$ cat config.mk
export PLATFORM = sky130hd
export DESIGN_NAME = hmsq_sequencer
export DESIGN_NICKNAME = d
export VERILOG_FILES = /design/src/hw/hmsq_pkg.sv /design/src/hw/hmsq_limit_cmp.sv /design/src/hw/hmsq_sequencer.sv
export SDC_FILE = /design/constraint.sdc
export NUM_CORES = 1
export LEC_CHECK = 0
export BUFFER_PORTS_ARGS = -buffer_cell sky130_fd_sc_hd__buf_4
export CELL_PAD_IN_SITES_DETAIL_PLACEMENT = 0
export CELL_PAD_IN_SITES_GLOBAL_PLACEMENT = 2
export CORE_MARGIN = 1
export CORE_UTILIZATION = 39
export DETAILED_ROUTE_END_ITERATION = 7
export GPL_TIMING_DRIVEN = 0
export PLACE_DENSITY_LB_ADDON = 0.1
export SLEW_MARGIN = 5
export SYNTH_ARGS = -nofsm -noshare
export SYNTH_HDL_FRONTEND = slang
export SYNTH_SLANG_ARGS = --single-unit
$ cat constraint.sdc
create_clock -name i_clk -period 3.5 [get_ports i_clk]
set_clock_uncertainty 0.1 [all_clocks]
set_input_delay 0.525 -clock i_clk [delete_from_list [all_inputs] [get_ports i_clk]]
set_output_delay 0.525 -clock i_clk [all_outputs]
set_load 0.01 [all_outputs]
$ cat src/hw/hmsq_pkg.sv
// Constants, register map and types for the hardware monitor sequencer
package hmsq_pkg;
	// ----------------------------------------
	// Channels
	// ----------------------------------------
	localparam int NUM_CH = 8;
	localparam logic [2:0] CH_FIRST = 3'h0;
	localparam logic [2:0] CH_REMOTE = 3'h6;
	localparam logic [2:0] CH_LOCAL = 3'h7;
	// Temperature channels compare signed
	localparam logic [7:0] SIGNED_CH_MASK = 8'hC0;

	// ----------------------------------------
	// Register map
	// ----------------------------------------
	localparam logic [7:0] ADDR_VALUE_BASE = 8'h20;
	localparam logic [7:0] ADDR_LOCAL_VALUE = 8'h27;
	localparam logic [7:0] ADDR_LIMIT_BASE = 8'h2B;
	localparam logic [7:0] LIMIT_SPAN = 8'h10;
	localparam logic [7:0] VALUE_SPAN = 8'h08;
	localparam logic [7:0] ADDR_CONFIG = 8'h40;
	localparam logic [7:0] ADDR_STATUS_FIRST = 8'h41;
	localparam logic [7:0] ADDR_STATUS_SECOND = 8'h42;
	localparam int CFG_START_BIT = 0;
	localparam int ST1_LOCAL_BIT = 5;
	localparam int ST1_REMOTE_BIT = 6;
	localparam int ST2_VCC_BIT = 0;
	localparam int ST2_FAULT_BIT = 6;
	localparam logic [7:0] RESET_BYTE = 8'h00;

	// ----------------------------------------
	// Timing
	// ----------------------------------------
	localparam real CLK_HZ = 20000000.0;
	localparam real CONV_PERIOD_MS = 11.6;
	localparam real REMOTE_PERIOD_MS = 34.8;
	localparam int SAMPLES_PER_REMOTE = 16;
	localparam logic [3:0] LAST_SAMPLE = 4'hF;
	localparam int CONV_CYCLES = int'(CONV_PERIOD_MS * CLK_HZ / 1000.0);
	localparam int SAMPLE_CYCLES = int'(REMOTE_PERIOD_MS * CLK_HZ / 1000.0) / SAMPLES_PER_REMOTE;
	// Fixed overhead cycles of the slot loop
	localparam int CONV_OVERHEAD = 4;
	localparam int SAMPLE_OVERHEAD = 2;
	localparam int TIMER_W = 18;

	// ----------------------------------------
	// Sequencer states
	// ----------------------------------------
	typedef enum logic [5:0] {
		ST_IDLE = 6'h01,
		ST_START = 6'h02,
		ST_WAIT = 6'h04,
		ST_PACE = 6'h08,
		ST_STORE = 6'h10,
		ST_CHECK = 6'h20
	} hmsq_state_t;
endpackage

$ cat src/hw/hmsq_limit_cmp.sv
// Window comparator of one channel result against its limits
`timescale 1ns/10ps
module hmsq_limit_cmp #(
	parameter bit SIGNED_CMP = 1'b0
) (
	input wire logic [7:0] i_value,
	input wire logic [7:0] i_high,
	input wire logic [7:0] i_low,
	output logic o_out_of_limit
);
	// Strictly outside counts; equal to a limit is in range
	always_comb begin
		if (SIGNED_CMP) begin
			o_out_of_limit = ($signed(i_value) > $signed(i_high)) || ($signed(i_value) < $signed(i_low));
		end else begin
			o_out_of_limit = (i_value > i_high) || (i_value < i_low);
		end
	end
endmodule

$ cat src/hw/hmsq_sequencer.sv
// Monitoring sequencer, averaging, limit checking and registers
//
// Notes on behaviour
// - Local temperature result stored at 27h
// - Codes are signed whole degrees, -128..127
// - Diode fault sets bit 6 at 42h
// - Anode shorts and pair short/open flag fault
// - Remote result averages sixteen raw samples
// - Remote measurement takes nominally 34.8 ms
// - Each channel compared against own limits
// - Status bit 0 inside, 1 outside
// - Status shows only latest comparison
// - Reading status leaves it unchanged
// - Config bit 0 set starts monitoring
// - Each input converted and stored in turn
// - Sequence repeats until config bit cleared
// - Value registers readable anytime, latest result
// - Out-of-limit results drive alert indications
// - Other inputs converted every 11.6 ms
// - Conversion results are eight bits
// - Reset clears registers, converter stays idle
`timescale 1ns/10ps
module hmsq_sequencer
	import hmsq_pkg::*;
#(
	parameter int P_CONV_CYCLES = CONV_CYCLES,
	parameter int P_SAMPLE_CYCLES = SAMPLE_CYCLES
) (
	input wire logic i_clk,
	input wire logic i_reset,
	input wire logic [7:0] i_reg_addr,
	input wire logic i_reg_wr,
	input wire logic [7:0] i_reg_wdata,
	input wire logic i_reg_rd,
	output logic [7:0] o_reg_rdata,
	output logic o_conv_start,
	output logic [2:0] o_conv_channel,
	input wire logic i_conv_done,
	input wire logic [7:0] i_conv_data,
	input wire logic i_diode_anode_gnd,
	input wire logic i_diode_anode_supply,
	input wire logic i_diode_pair_fault,
	output logic o_temp_alert,
	output logic o_volt_alert,
	output logic o_monitor_active
);
	localparam logic [TIMER_W-1:0] CONV_LOAD = TIMER_W'(P_CONV_CYCLES - CONV_OVERHEAD);
	localparam logic [TIMER_W-1:0] SAMPLE_LOAD = TIMER_W'(P_SAMPLE_CYCLES - SAMPLE_OVERHEAD);

	// ----------------------------------------
	// Fault input synchronisers
	// ----------------------------------------
	logic [2:0] fault_meta;
	logic [2:0] fault_sync;
	always_ff @(posedge i_clk) begin
		if (i_reset) begin
			fault_meta <= 3'h0;
			fault_sync <= 3'h0;
		end else begin
			fault_meta <= {i_diode_pair_fault, i_diode_anode_supply, i_diode_anode_gnd};
			fault_sync <= fault_meta;
		end
	end

	// ----------------------------------------
	// State
	// ----------------------------------------
	hmsq_state_t state, next_state;
	logic [2:0] chan, next_chan;
	logic [TIMER_W-1:0] timer, next_timer;
	logic [3:0] sample_cnt, next_sample_cnt;
	logic [11:0] acc, next_acc;
	logic [7:0] sample, next_sample;
	logic fault_seen, next_fault_seen;
	logic diode_fault, next_diode_fault;
	logic [7:0] value [NUM_CH];
	logic [7:0] next_value [NUM_CH];
	logic [7:0] oor, next_oor;
	logic conv_start, next_conv_start;
	logic temp_alert, next_temp_alert;
	logic volt_alert, next_volt_alert;
	logic active, next_active;
	logic run, next_run;
	logic [7:0] limit_hi [NUM_CH];
	logic [7:0] limit_lo [NUM_CH];
	logic [7:0] next_limit_hi [NUM_CH];
	logic [7:0] next_limit_lo [NUM_CH];
	logic [7:0] rdata, next_rdata;
	logic [7:0] cmp_out;
	logic is_remote;

	assign is_remote = (chan == CH_REMOTE);

	// ----------------------------------------
	// Limit comparators
	// ----------------------------------------
	for (genvar g = 0; g < NUM_CH; g++) begin : g_cmp
		hmsq_limit_cmp #(
			.SIGNED_CMP(SIGNED_CH_MASK[g])
		) u_cmp (
			.i_value(value[g]),
			.i_high(limit_hi[g]),
			.i_low(limit_lo[g]),
			.o_out_of_limit(cmp_out[g])
		);
	end

	// ----------------------------------------
	// Sequencer
	// ----------------------------------------
	always_comb begin
		next_state = state;
		next_chan = chan;
		next_timer = (timer != '0) ? timer - 1'b1 : timer;
		next_sample_cnt = sample_cnt;
		next_acc = acc;
		next_sample = sample;
		next_fault_seen = fault_seen | (is_remote & (|fault_sync));
		next_diode_fault = diode_fault;
		next_value = value;
		next_oor = oor;
		next_conv_start = 1'b0;
		case (state)
			ST_IDLE: begin
				if (run) begin
					next_state = ST_START;
					next_chan = CH_FIRST;
					next_sample_cnt = 4'h0;
					next_acc = 12'h000;
					next_fault_seen = 1'b0;
				end
			end
			ST_START: begin
				next_conv_start = 1'b1;
				next_timer = is_remote ? SAMPLE_LOAD : CONV_LOAD;
				next_state = ST_WAIT;
			end
			ST_WAIT: begin
				if (i_conv_done) begin
					next_sample = i_conv_data;
					if (is_remote) begin
						next_acc = acc + {{4{i_conv_data[7]}}, i_conv_data};
					end
					next_state = ST_PACE;
				end
			end
			ST_PACE: begin
				if (timer == '0) begin
					if (is_remote && (sample_cnt != LAST_SAMPLE)) begin
						next_sample_cnt = sample_cnt + 4'h1;
						next_state = ST_START;
					end else begin
						next_state = ST_STORE;
					end
				end
			end
			ST_STORE: begin
				// Arithmetic shift keeps the signed whole-degree code
				next_value[chan] = is_remote ? acc[11:4] : sample;
				next_state = ST_CHECK;
			end
			ST_CHECK: begin
				next_oor[chan] = cmp_out[chan];
				if (is_remote) begin
					// Fault seen in the closing cycle still counts
					next_diode_fault = fault_seen | (|fault_sync);
				end
				next_chan = chan + 3'h1;
				next_sample_cnt = 4'h0;
				next_acc = 12'h000;
				next_fault_seen = 1'b0;
				// Stop is honoured only between conversions
				next_state = run ? ST_START : ST_IDLE;
			end
			default: begin
				next_state = ST_IDLE;
			end
		endcase
		next_temp_alert = oor[CH_REMOTE] | oor[CH_LOCAL];
		next_volt_alert = |oor[5:0];
		next_active = (next_state != ST_IDLE);
	end

	always_ff @(posedge i_clk) begin
		if (i_reset) begin
			state <= ST_IDLE;
			chan <= CH_FIRST;
			timer <= '0;
			sample_cnt <= 4'h0;
			acc <= 12'h000;
			sample <= RESET_BYTE;
			fault_seen <= 1'b0;
			diode_fault <= 1'b0;
			value <= '{default: RESET_BYTE};
			oor <= 8'h00;
			conv_start <= 1'b0;
			temp_alert <= 1'b0;
			volt_alert <= 1'b0;
			active <= 1'b0;
		end else begin
			state <= next_state;
			chan <= next_chan;
			timer <= next_timer;
			sample_cnt <= next_sample_cnt;
			acc <= next_acc;
			sample <= next_sample;
			fault_seen <= next_fault_seen;
			diode_fault <= next_diode_fault;
			value <= next_value;
			oor <= next_oor;
			conv_start <= next_conv_start;
			temp_alert <= next_temp_alert;
			volt_alert <= next_volt_alert;
			active <= next_active;
		end
	end

	// ----------------------------------------
	// Register file
	// ----------------------------------------
	logic [7:0] val_off;
	logic [7:0] lim_off;
	logic [7:0] status_first;
	logic [7:0] status_second;
	logic [7:0] rd_mux;

	always_comb begin
		val_off = i_reg_addr - ADDR_VALUE_BASE;
		lim_off = i_reg_addr - ADDR_LIMIT_BASE;
		status_first = 8'h00;
		status_first[4:0] = oor[4:0];
		status_first[ST1_LOCAL_BIT] = oor[CH_LOCAL];
		status_first[ST1_REMOTE_BIT] = oor[CH_REMOTE];
		status_second = 8'h00;
		status_second[ST2_VCC_BIT] = oor[5];
		status_second[ST2_FAULT_BIT] = diode_fault;
		rd_mux = 8'h00;
		if (val_off < VALUE_SPAN) begin
			rd_mux = value[val_off[2:0]];
		end else if (lim_off < LIMIT_SPAN) begin
			rd_mux = lim_off[0] ? limit_lo[lim_off[3:1]] : limit_hi[lim_off[3:1]];
		end else if (i_reg_addr == ADDR_CONFIG) begin
			rd_mux = {7'h00, run};
		end else if (i_reg_addr == ADDR_STATUS_FIRST) begin
			rd_mux = status_first;
		end else if (i_reg_addr == ADDR_STATUS_SECOND) begin
			rd_mux = status_second;
		end
	end

	always_comb begin
		next_run = run;
		next_limit_hi = limit_hi;
		next_limit_lo = limit_lo;
		next_rdata = rdata;
		if (i_reg_wr) begin
			if (i_reg_addr == ADDR_CONFIG) begin
				next_run = i_reg_wdata[CFG_START_BIT];
			end else if (lim_off < LIMIT_SPAN) begin
				if (lim_off[0]) begin
					next_limit_lo[lim_off[3:1]] = i_reg_wdata;
				end else begin
					next_limit_hi[lim_off[3:1]] = i_reg_wdata;
				end
			end
		end
		// Reads load only rdata and have no side effect on any other register
		if (i_reg_rd) begin
			next_rdata = rd_mux;
		end
	end

	always_ff @(posedge i_clk) begin
		if (i_reset) begin
			run <= 1'b0;
			limit_hi <= '{default: RESET_BYTE};
			limit_lo <= '{default: RESET_BYTE};
			rdata <= RESET_BYTE;
		end else begin
			run <= next_run;
			limit_hi <= next_limit_hi;
			limit_lo <= next_limit_lo;
			rdata <= next_rdata;
		end
	end

	assign o_reg_rdata = rdata;
	assign o_conv_start = conv_start;
	assign o_conv_channel = chan;
	assign o_temp_alert = temp_alert;
	assign o_volt_alert = volt_alert;
	assign o_monitor_active = active;
endmodule

======== After elaboration in Yosys (flattened, before gate mapping) ========
Cells that the tools add are included.
storage, ports and cells
  output and inout port bits .............. 15
  input port bits ......................... 32
  register bits ........................... 272
operators by class
  magnitude comparators ................... 25
  reductions and logical operators ........ 28
  muxes and demuxes ....................... 50
  add/sub/neg operators ................... 6
  bitwise operators ....................... 9
  equality and inequality tests ........... 17
operators by type and width
  cell                     number
  $bwmux W64               3
  $mux W8                  12
  $bmux W8 S3              3
  $gt A8 B8 Y1             8
  $lt A8 B8 Y1             8
  $mux W18                 3
  $demux W8 S3             2
  $mux W12                 3
  $pmux W12 S3             1
  $pmux W6 S6              1
  $eq A8 B7 Y1 const B     3
  $mux W7                  3
  $logic_not A18 Y1        1
  $mux W6                  3
  $reduce_bool A18 Y1      1
  $sub A18 B1 Y18 const B  1
  $reduce_and A4 Y1        4
  $sub A8 B6 Y8 const B    2
  $add A12 B12 Y12         1
  $ge A4 B4 Y1 const B     3
  $mux W4                  3
  $not A3 Y4               3
  $pmux W4 S3              1
  $ne A2 B2 Y1 const B     5
  other kinds (35)         57

======== Longest topological paths before layout ========
Gate-level depths: netlist of the first run.
  depth in word-level cells ............... 8
  depth in mapped cells ................... 13

======== Hierarchy ========
A second synthesis of the first run with hierarchy kept.
second synthesis, totals
  cell total of the unflattened synthesis .. 1862
  area total of the unflattened synthesis .. 15929.0 µm²
modules (own cells, without submodules)
  module                                cells an instance  area an instance (µm²)  times used  sequential area each (µm²)
  hmsq_sequencer                        1424               12828.6                 1           5445.2
  hmsq_limit_cmp at g_cmp[0].u_cmp ...  56                 379.1                   6           0.0
  hmsq_limit_cmp at g_cmp[6].u_cmp ...  51                 412.9                   2           0.0

======== Worst setup path after synthesis of the first run ========
Ideal clock, no wire load.
  path kind ............................... input -> register
  from .................................... input i_reg_addr[1]
  to ...................................... register limit_lo[19] (netlist bit)
  cell stages on the path ................. 9
  setup slack ............................. 0.572 ns
  data arrival time ....................... 2.700 ns
  buffers on the path ..................... 4
  path through ............................ buf_4 > clkbuf_1 > inv_1 > ha_1 > clkbuf_1 > clkbuf_1 > nand4_2 > mux2i_1 > nor2_1
on the way
  cells in the longest elaborated chain, start to end .. 7
ends and longest elaborated chain
  item                                                                RTL line               RTL
  from (decl)                                                         hmsq_sequencer.sv:31   input wire logic [7:0] i_reg_addr,
  $sub A8 B6 Y8                                                       hmsq_sequencer.sv:229  lim_off = i_reg_addr - ADDR_LIMIT_BASE;
  $not A3 Y4 (not written as such)                                    hmsq_sequencer.sv:261  next_limit_lo[lim_off[3:1]] = i_reg_wdata;
  $ge A4 B4 Y1 (not written as such) or $lt A4 B1 Y1 (tied branches)  hmsq_sequencer.sv:261
  $logic_and A1 B1 Y1 (not written as such)                           hmsq_sequencer.sv:261
  $mux W8 (not written as such)                                       hmsq_sequencer.sv:261
  $demux W8 S3                                                        hmsq_sequencer.sv:261
  $bwmux W64                                                          hmsq_sequencer.sv:261
  to (signal assigned)                                                hmsq_sequencer.sv:282  limit_lo <= next_limit_lo;
  to (decl)                                                           hmsq_sequencer.sv:85   logic [7:0] limit_lo [NUM_CH];
Several ways; a longest one is shown, not always the timed one.
A chain may end at the register's enable or synchronous reset.

======== Worst setup path after layout of the first run ========
  from .................................... register chan[0] (netlist: o_conv_channel[0])
  to ...................................... register value[62] (netlist bit)
on the way
  cells in the longest elaborated chain, start to end .. 6
ends and longest elaborated chain
  item                                                                RTL line               RTL
  from (decl)                                                         hmsq_sequencer.sv:69   logic [2:0] chan, next_chan;
  from (signal assigned)                                              hmsq_sequencer.sv:202  chan <= next_chan;
  $not A3 Y4                                                          hmsq_sequencer.sv:159  next_value[chan] = is_remote ? acc[11:4] : sample;
  $ge A4 B4 Y1 (not written as such) or $lt A4 B1 Y1 (tied branches)  hmsq_sequencer.sv:159
  $logic_and A1 B1 Y1 (not written as such)                           hmsq_sequencer.sv:159
  $mux W8                                                             hmsq_sequencer.sv:159
  $demux W8 S3                                                        hmsq_sequencer.sv:159
  $bwmux W64 *                                                        hmsq_sequencer.sv:159
  to (signal assigned)                                                hmsq_sequencer.sv:209  value <= next_value;
  to (decl)                                                           hmsq_sequencer.sv:76   logic [7:0] value [NUM_CH];
Every way passes the cells marked *; elsewhere a longest branch is shown, timed or not.

==> results.json, run 1 <==
{
  "status": "finished, final reports clean",
  "placementRows": 72,
  "synthesis.instances": 1826,
  "detail_route.first_pass.iterations": 5,
  "cts_tree": "yes",
  "worst_setup_path_start_kind": "register",
  "drt_wl_total_mm": 62.92,
  "syn_to_final_growth_pct": 13.90,
  "clock-sinks": 272,
  "layout_min_cycle_time_ns": 3.441,
  "start_util": 0.3993,
  "whs_ns": 0.1010,
  "max-cap-violations": 0,
  "wl_per_cell_um": 25.70,
  "setup-violations-final": 0,
  "ant_nets": 0,
  "static-leakage-power_nw": 7.280,
  "drc": 0,
  "crit_type": "register to register",
  "vdd_ir_drop_max_mv": 0.4778,
  "synth_flop_cell": "sky130_fd_sc_hd__dfxtp_1",
  "final.period_utilization": 0.9832,
  "via_count_of_the_first_global_routing_pass": 13524,
  "gr-usage-all-layers": 0.3126,
  "final_area_um2": 17740,
  "mean_syn_cell_area_um2": 8.531,
  "cts_inserted_buffers": 34,
  "vias": 13921,
  "coreArea_um2": 39010,
  "largest_net_degree_at_the_start_of_global_routing": 13,
  "crit_family": "buffers and inverters",
  "distinct_cell_type_count_of_the_synthesized_netlist": 72,
  "rsz0062_at_grt": "true",
  "cp.required_ns": 3.78,
  "timing.hold.worst.class": "primary input to register",
  "antenna_found_initial": 1,
  "gpl.final_weighted_congestion": 1.013,
  "relSlewSlack": 0.05109,
  "number_of_levels_in_the_clock_h_tree": 2,
  "peak_clock_frequency_supported_by_timing_mhz": 290.6,
  "list_of_cells_traversed_by_the_critical_path": "clkbuf_1 -> inv_1 -> ha_1 -> and2_1 -> clkbuf_1 -> buf_1 -> mux2i_2 -> a211oi_1",
  "synth_enable_flop_cells": 0,
  "async_set_reset_flop_share_out_of_synthesis": 0,
  "ios": 47,
  "synth-seq-cells": 272,
  "post_route_cells_drive_above_1_share": 0.09497,
  "library_cell_appearing_most_often_on_the_critical_path": "sky130_fd_sc_hd__clkbuf_1",
  "post_cts.repair.setup_buffers": 0,
  "dp_cell_count": 2387,
  "design.die.area_um2": 40750,
  "cp_max_fo": 10,
  "n_fill_cell": 3940,
  "grt_overflow": 0,
  "finalHoldViolCount": 0,
  "cts_buffer_depth": 3,
  "synth_fp_nets": 2001,
  "fin_cells": 2448,
  "detail_route.iter0.violations": 1207,
  "critPathCaptureType": "register",
  "max_slew.worst_pin.slew_ns": 1.384,
  "floorplan.die.height_um": 201.9,
  "cp.arrival_ns": 3.72,
  "crit_path_top_delay_cell": "sky130_fd_sc_hd__mux2i_2",
  "yosys_warnings": 0,
  "die_x_um": 201.9,
  "first_pass_grt_wire_length_mm": 92.29,
  "io_buffers": 43,
  "finalSetupTns_ns": 0,
  "final_nets": 2080,
  "critPathMaxStageDelay_ns": 0.85,
  "power_density_nw_per_um2": 452.0,
  "place_hpwl_mm": 49.07,
  "worst_setup_hold_path_clk_slew_ns": 0.06,
  "clk-insertion-delay-late_ns": 0.55,
  "ctsRootBufferMaster": "sky130_fd_sc_hd__clkbuf_16",
  "multi_input_area_um2": 9278,
  "crit_buf_inv": 4,
  "synth.yosys.seq_area_share": 0.3496,
  "report.final.slew_viol_count": 0,
  "final-seq-area_um2": 5445,
  "totalPowerFinal_mw": 8.020,
  "placed_area_um2": 16570,
  "mappedNetlistArea_um2": 15580,
  "post_drt_via_cell_ratio": 5.687
}
-- cells in the final DEF (no fill, tap or decap), types with 7 or more instances in the layout --
| cell | synthesis | final |
|---|---|---|
| sky130_fd_sc_hd__o2111ai_1 | 7 | 7 |
| sky130_fd_sc_hd__o21ai_0 | 49 | 49 |
| sky130_fd_sc_hd__nand3_1 | 54 | 54 |
| sky130_fd_sc_hd__buf_2 | 11 | 12 |
| sky130_fd_sc_hd__dfxtp_1 | 272 | 272 |
| sky130_fd_sc_hd__and2_1 | 8 | 8 |
| sky130_fd_sc_hd__clkbuf_16 | 0 | 35 |
| sky130_fd_sc_hd__nor3_1 | 26 | 25 |
| sky130_fd_sc_hd__nand4_1 | 22 | 22 |
| sky130_fd_sc_hd__mux2i_1 | 130 | 125 |
| sky130_fd_sc_hd__inv_1 | 134 | 134 |
| sky130_fd_sc_hd__buf_4 | 7 | 50 |
| sky130_fd_sc_hd__a21o_1 | 28 | 28 |
| sky130_fd_sc_hd__a21oi_1 | 158 | 157 |
| sky130_fd_sc_hd__ha_1 | 142 | 142 |
| sky130_fd_sc_hd__xor2_1 | 14 | 13 |
| sky130_fd_sc_hd__nand2_1 | 116 | 116 |
| sky130_fd_sc_hd__nand2b_1 | 22 | 22 |
| sky130_fd_sc_hd__mux4_2 | 25 | 25 |
| sky130_fd_sc_hd__nor2_1 | 267 | 267 |
| sky130_fd_sc_hd__clkbuf_1 | 74 | 75 |
| sky130_fd_sc_hd__o211ai_1 | 7 | 7 |
| sky130_fd_sc_hd__a211oi_1 | 84 | 83 |
| sky130_fd_sc_hd__clkinv_2 | 0 | 9 |
| sky130_fd_sc_hd__xnor2_1 | 17 | 15 |
| sky130_fd_sc_hd__nor2b_1 | 23 | 23 |
| sky130_fd_sc_hd__nor4_1 | 9 | 9 |
-- synthesized netlist by cell type (7+ instances only) --
library cell,instances,area share
sky130_fd_sc_hd__a211oi_1,84,0.040
sky130_fd_sc_hd__a21o_1,28,0.013
sky130_fd_sc_hd__a21oi_1,158,0.051
sky130_fd_sc_hd__and2_1,8,0.0032
sky130_fd_sc_hd__buf_2,11,0.0035
sky130_fd_sc_hd__buf_4,7,0.0034
sky130_fd_sc_hd__clkbuf_1,74,0.018
sky130_fd_sc_hd__dfxtp_1,272,0.35
sky130_fd_sc_hd__ha_1,142,0.11
sky130_fd_sc_hd__inv_1,134,0.032
sky130_fd_sc_hd__mux2i_1,130,0.084
sky130_fd_sc_hd__mux4_2,25,0.036
sky130_fd_sc_hd__nand2_1,116,0.028
sky130_fd_sc_hd__nand2b_1,22,0.0088
sky130_fd_sc_hd__nand3_1,54,0.017
sky130_fd_sc_hd__nand4_1,22,0.0088
sky130_fd_sc_hd__nor2_1,267,0.064
sky130_fd_sc_hd__nor2b_1,23,0.0092
sky130_fd_sc_hd__nor3_1,26,0.0084
sky130_fd_sc_hd__nor4_1,9,0.0036
sky130_fd_sc_hd__o2111ai_1,7,0.0039
sky130_fd_sc_hd__o211ai_1,7,0.0034
sky130_fd_sc_hd__o21ai_0,49,0.016
sky130_fd_sc_hd__xnor2_1,17,0.0096
sky130_fd_sc_hd__xor2_1,14,0.0079
-- worst register-to-register path: stages (launching register included) --
cell and delay, ns:
sky130_fd_sc_hd__dfxtp_1 0.32, sky130_fd_sc_hd__clkbuf_1 0.23, sky130_fd_sc_hd__inv_1 0.21, sky130_fd_sc_hd__ha_1 0.17
sky130_fd_sc_hd__and2_1 0.12, sky130_fd_sc_hd__clkbuf_1 0.39, sky130_fd_sc_hd__buf_1 0.69, sky130_fd_sc_hd__mux2i_2 0.86
sky130_fd_sc_hd__a211oi_1 0.19
-- layer usage --
layer	global-route usage	vias to the layer above	share of wire
met2	0.5032	490	0.46
met3	0.05579	127	0.063
met5	0	-	0
met4	0.1272	0	0.043
met1	0.4125	6683	0.44
li1	-	6621	-
-- path summary, 6_finish.rpt --
kind	cells after the start	slack, ns	endpoint	start
max	8	0.06	value[62]$_SDFFE_PP0P_	o_conv_channel[0]$_SDFFE_PP0P_
min	2	0.10	fault_meta[0]$_SDFF_PP0_	i_diode_anode_gnd
max reg2reg	8	0.06	value[62]$_SDFFE_PP0P_	o_conv_channel[0]$_SDFFE_PP0P_
min reg2reg	1	0.34	fault_sync[1]$_SDFF_PP0_	fault_meta[1]$_SDFF_PP0_
-- cells by family (layout without fill, tap and decap cells) --
kind of cell | Yosys count | in the layout | share of synthesized area
adders and majority gates | 143 | 143 | 0.1153
other | 0 | 3 | 0
muxes | 156 | 156 | 0.1204
and+or+nand+nor | 596 | 596 | 0.1784
buffers and inverters | 234 | 335 | 0.05952
DFF | 272 | 272 | 0.3496
AOI/OAI and AO/OA | 394 | 394 | 0.1594
xor gates and xnor gates | 31 | 31 | 0.01743
-- final cells by class --
class / instances / share of cell area
multi-input cells: 1320 / 0.5229
flip-flops and latches: 272 / 0.3069
clock buffers: 45 / 0.05430
well taps: 518 / 0.03653
inverters: 134 / 0.02835
plain buffers: 100 / 0.02426
repair buffers: 43 / 0.01819
clock inverters: 13 / 0.008110
diodes: 3 / 0.0004231
-- sequential cells by signal (all words and copies together) (netlist names), 6 cells and up --
name         cells
value           64
acc             12
timer           18
sample           8
limit_lo        64
oor              8
state            6
limit_hi        64
o_reg_rdata      8
-- power by group --
group	internal, mW	switching (mW)
registers	3.20	0.0864
clock network	2.15	1.43
logic	0.421	0.730
total	5.77	2.25
-- repair_timing --
| item | in CTS | in global routing |
|---|---|---|
| hold buffers | 0 | 0 |
| gates resized for setup | 7 | 8 |
| hold endpoints to repair | 0 | 0 |
| setup endpoints to repair | 56 | 48 |
-- per-stage QoR --
stage | setup WS, ns | utilization
after floorplan | 0.5720 | -
after global placement | -1.058 | 0.4242
after detailed placement | -1.056 | 0.4247
after CTS | 0.01234 | 0.4536
after global routing | -0.1428 | 0.4546
final | 0.05877 | 0.4548
No activity file was read; power rests on OpenSTA's default activity.
==> inputs of run 2 (changes only) <==
--- a/config.mk
+++ b/config.mk
@@ -9,7 +9,8 @@
 export CELL_PAD_IN_SITES_DETAIL_PLACEMENT = 0
 export CELL_PAD_IN_SITES_GLOBAL_PLACEMENT = 2
 export CORE_MARGIN = 1
-export CORE_UTILIZATION = 39
+export CORE_UTILIZATION = 40
+export CTS_BUF_LIST = sky130_fd_sc_hd__clkbuf_8
 export DETAILED_ROUTE_END_ITERATION = 7
 export GPL_TIMING_DRIVEN = 0
 export PLACE_DENSITY_LB_ADDON = 0.1
==> results.json, run 2 (same netlist as run 1, synthesis figures left out) <==
{
  "cts_buffer_depth": 3,
  "vias": 13923,
  "finalHoldViolCount": 0,
  "final.period_utilization": 0.9678,
  "start_util": 0.4097,
  "detail_route.first_pass.iterations": 5,
  "post_route_cells_drive_above_1_share": 0.1043,
  "fin_cells": 2476,
  "cp.required_ns": 3.92,
  "ios": 47,
  "place_hpwl_mm": 48.40,
  "setup-violations-final": 0,
  "worst_setup_path_start_kind": "primary input",
  "crit_buf_inv": 5,
  "status": "finished, final reports clean",
  "crit_family": "buffers and inverters",
  "timing.hold.worst.class": "primary input to register",
  "crit_path_start": "i_reg_addr[0]",
  "n_fill_cell": 3884,
  "via_count_of_the_first_global_routing_pass": 13661,
  "critPathCapture": "o_reg_rdata[6]$_SDFFE_PP0P_",
  "ctsRootBufferMaster": "sky130_fd_sc_hd__clkbuf_8",
  "detail_route.iter0.violations": 929,
  "syn_to_final_growth_pct": 14.02,
  "library_cell_appearing_most_often_on_the_critical_path": "sky130_fd_sc_hd__nor3_1",
  "antennaDiodeCount": 0,
  "post_cts.repair.setup_buffers": 0,
  "drc": 0,
  "floorplan.die.height_um": 199.3,
  "vdd_ir_drop_max_mv": 0.4127,
  "worstReg2RegEnd": "value[37]$_SDFFE_PP0P_",
  "largest_net_degree_at_the_start_of_global_routing": 19,
  "cts_tree": "yes",
  "r2r-start": "o_conv_channel[0]$_SDFFE_PP0P_",
  "mostFrequentLayoutCell": "sky130_fd_sc_hd__dfxtp_1",
  "gpl.final_weighted_congestion": 0.9921,
  "grt_overflow": 0,
  "power_density_nw_per_um2": 440.5,
  "ant_nets": 0,
  "max-cap-violations": 0,
  "relSlewSlack": 0.1061,
  "wl_per_cell_um": 25.07,
  "cts_inserted_buffers": 51,
  "peak_clock_frequency_supported_by_timing_mhz": 295.2,
  "gr-usage-all-layers": 0.3188,
  "rsz0062_at_grt": "true",
  "number_of_levels_in_the_clock_h_tree": 2,
  "clk-insertion-delay-late_ns": 0.65,
  "crit_type": "primary input to register",
  "antenna_found_initial": 2,
  "mostFrequentLayoutCells": "sky130_fd_sc_hd__dfxtp_1 (272), sky130_fd_sc_hd__nor2_1 (267), sky130_fd_sc_hd__a21oi_1 (158)",
  "dp_cell_count": 2381,
  "fin_util": 0.4672,
  "number_of_gates_on_the_worst_path_with_buffers_counted": 11,
  "max_slew.worst_pin.slew_ns": 1.304,
  "worst_setup_hold_path_clk_slew_ns": 0.06,
  "ff2ff_path_depth": 8,
  "drt_wl_total_mm": 62.08,
  "coreArea_um2": 38020,
  "worst-r2r-setup-slack_ns": 0.13,
  "worstHoldPathCells": 3,
  "die_x_um": 199.3,
  "layout_top_registers": "limit_hi x64, limit_lo x64, value x64",
  "first_pass_grt_wire_length_mm": 89.96,
  "cp.arrival_ns": 3.80,
  "critPathMaxStageDelay_ns": 0.55,
  "static-leakage-power_nw": 7.360,
  "post_drt_via_cell_ratio": 5.623,
  "crit_path_top_delay_cell": "sky130_fd_sc_hd__ha_1",
  "layout_min_cycle_time_ns": 3.387,
  "cp_max_fo": 10,
  "final_nets": 2100,
  "clock-sinks": 272,
  "io_buffers": 43,
  "critPathCaptureType": "register",
  "design.die.area_um2": 39740,
  "report.final.slew_viol_count": 0,
  "placementRows": 71,
  "list_of_cells_traversed_by_the_critical_path": "buf_4 -> buf_2 -> inv_1 -> ha_1 -> clkbuf_1 -> buf_1 -> o2bb2ai_1 -> o21ai_0 -> a21oi_1 -> nor3_1 -> nor3_1"
}
==> run 2: layout make-up <==
type / instances / area (µm²) / area share
Multi-Input combinational cell: 1320 / 9264 / 0.5216
Sequential cell: 272 / 5445 / 0.3066
Clock buffer: 67 / 922.1 / 0.05192
Tap cell: 511 / 639.4 / 0.03600
Inverter: 134 / 503.0 / 0.02832
Buffer: 99 / 421.7 / 0.02374
Timing Repair Buffer: 47 / 364.1 / 0.02050
Clock inverter: 26 / 202.7 / 0.01141
==> run 2: repair_timing <==
action | 4_1_cts | 5_1_grt
setup endpoints to repair | 48 | 29
hold buffers | 3 | 0
hold endpoints to repair | 3 | 0
gates resized for setup | 3 | 8
cloned | 0 | 0
==> run 2: worst min-delay path, stage by stage <==
cell and delay [ns]:
sky130_fd_sc_hd__buf_4 0.11, sky130_fd_sc_hd__nand3_1 0.06, sky130_fd_sc_hd__a21oi_1 0.05
==> run 2: worst min-delay path by stage <==
stage,slack [ns],startpoint,end
6_report,0.05,i_conv_data[0],sample[0]$_SDFFE_PP0P_
5_1_grt,0.05,i_conv_data[6],sample[6]$_SDFFE_PP0P_
4_1_cts,0.01,i_conv_data[3],sample[3]$_SDFFE_PP0P_
3_5_place_dp,0.33,fault_meta[0]$_SDFF_PP0_,fault_sync[0]$_SDFF_PP0_
3_3_place_gp,0.32,fault_meta[0]$_SDFF_PP0_,fault_sync[0]$_SDFF_PP0_
2_1_floorplan,0.31,fault_meta[0]$_SDFF_PP0_,fault_sync[0]$_SDFF_PP0_
==> run 2: through the flow <==
step	setup slack, ns	instance area [µm²]	setup TNS [ns]	hold slack, ns	total power, mW
floorplan	0.5720	15580	0	0.3138	4.133
global placement	-0.9889	16540	-60.56	0.3170	4.466
detailed placement	-1.013	16560	-65.96	0.3298	4.469
CTS	-0.03823	17730	-0.2444	0.01322	7.874
global route	-0.009289	17760	-0.01345	0.04508	8.150
finish	0.1126	17760	0	0.05209	7.824
==> run 2: power breakdown <==
group          switching, mW  internal [mW]
Combinational          0.707          0.420
Sequential            0.0882           3.20
Clock                   1.47           1.94
Total                   2.27           5.56
==> run 2: per-layer routing <==
layer / wire [µm] / part of all wire / vias up / track usage
met5: 12 / 0.00019 / - / 0
met4: 2780 / 0.045 / 2 / 0.1479
met3: 3329 / 0.054 / 122 / 0.04743
met2: 28430 / 0.46 / 413 / 0.5193
met1: 27520 / 0.44 / 6719 / 0.4146
li1: - / - / 6667 / -
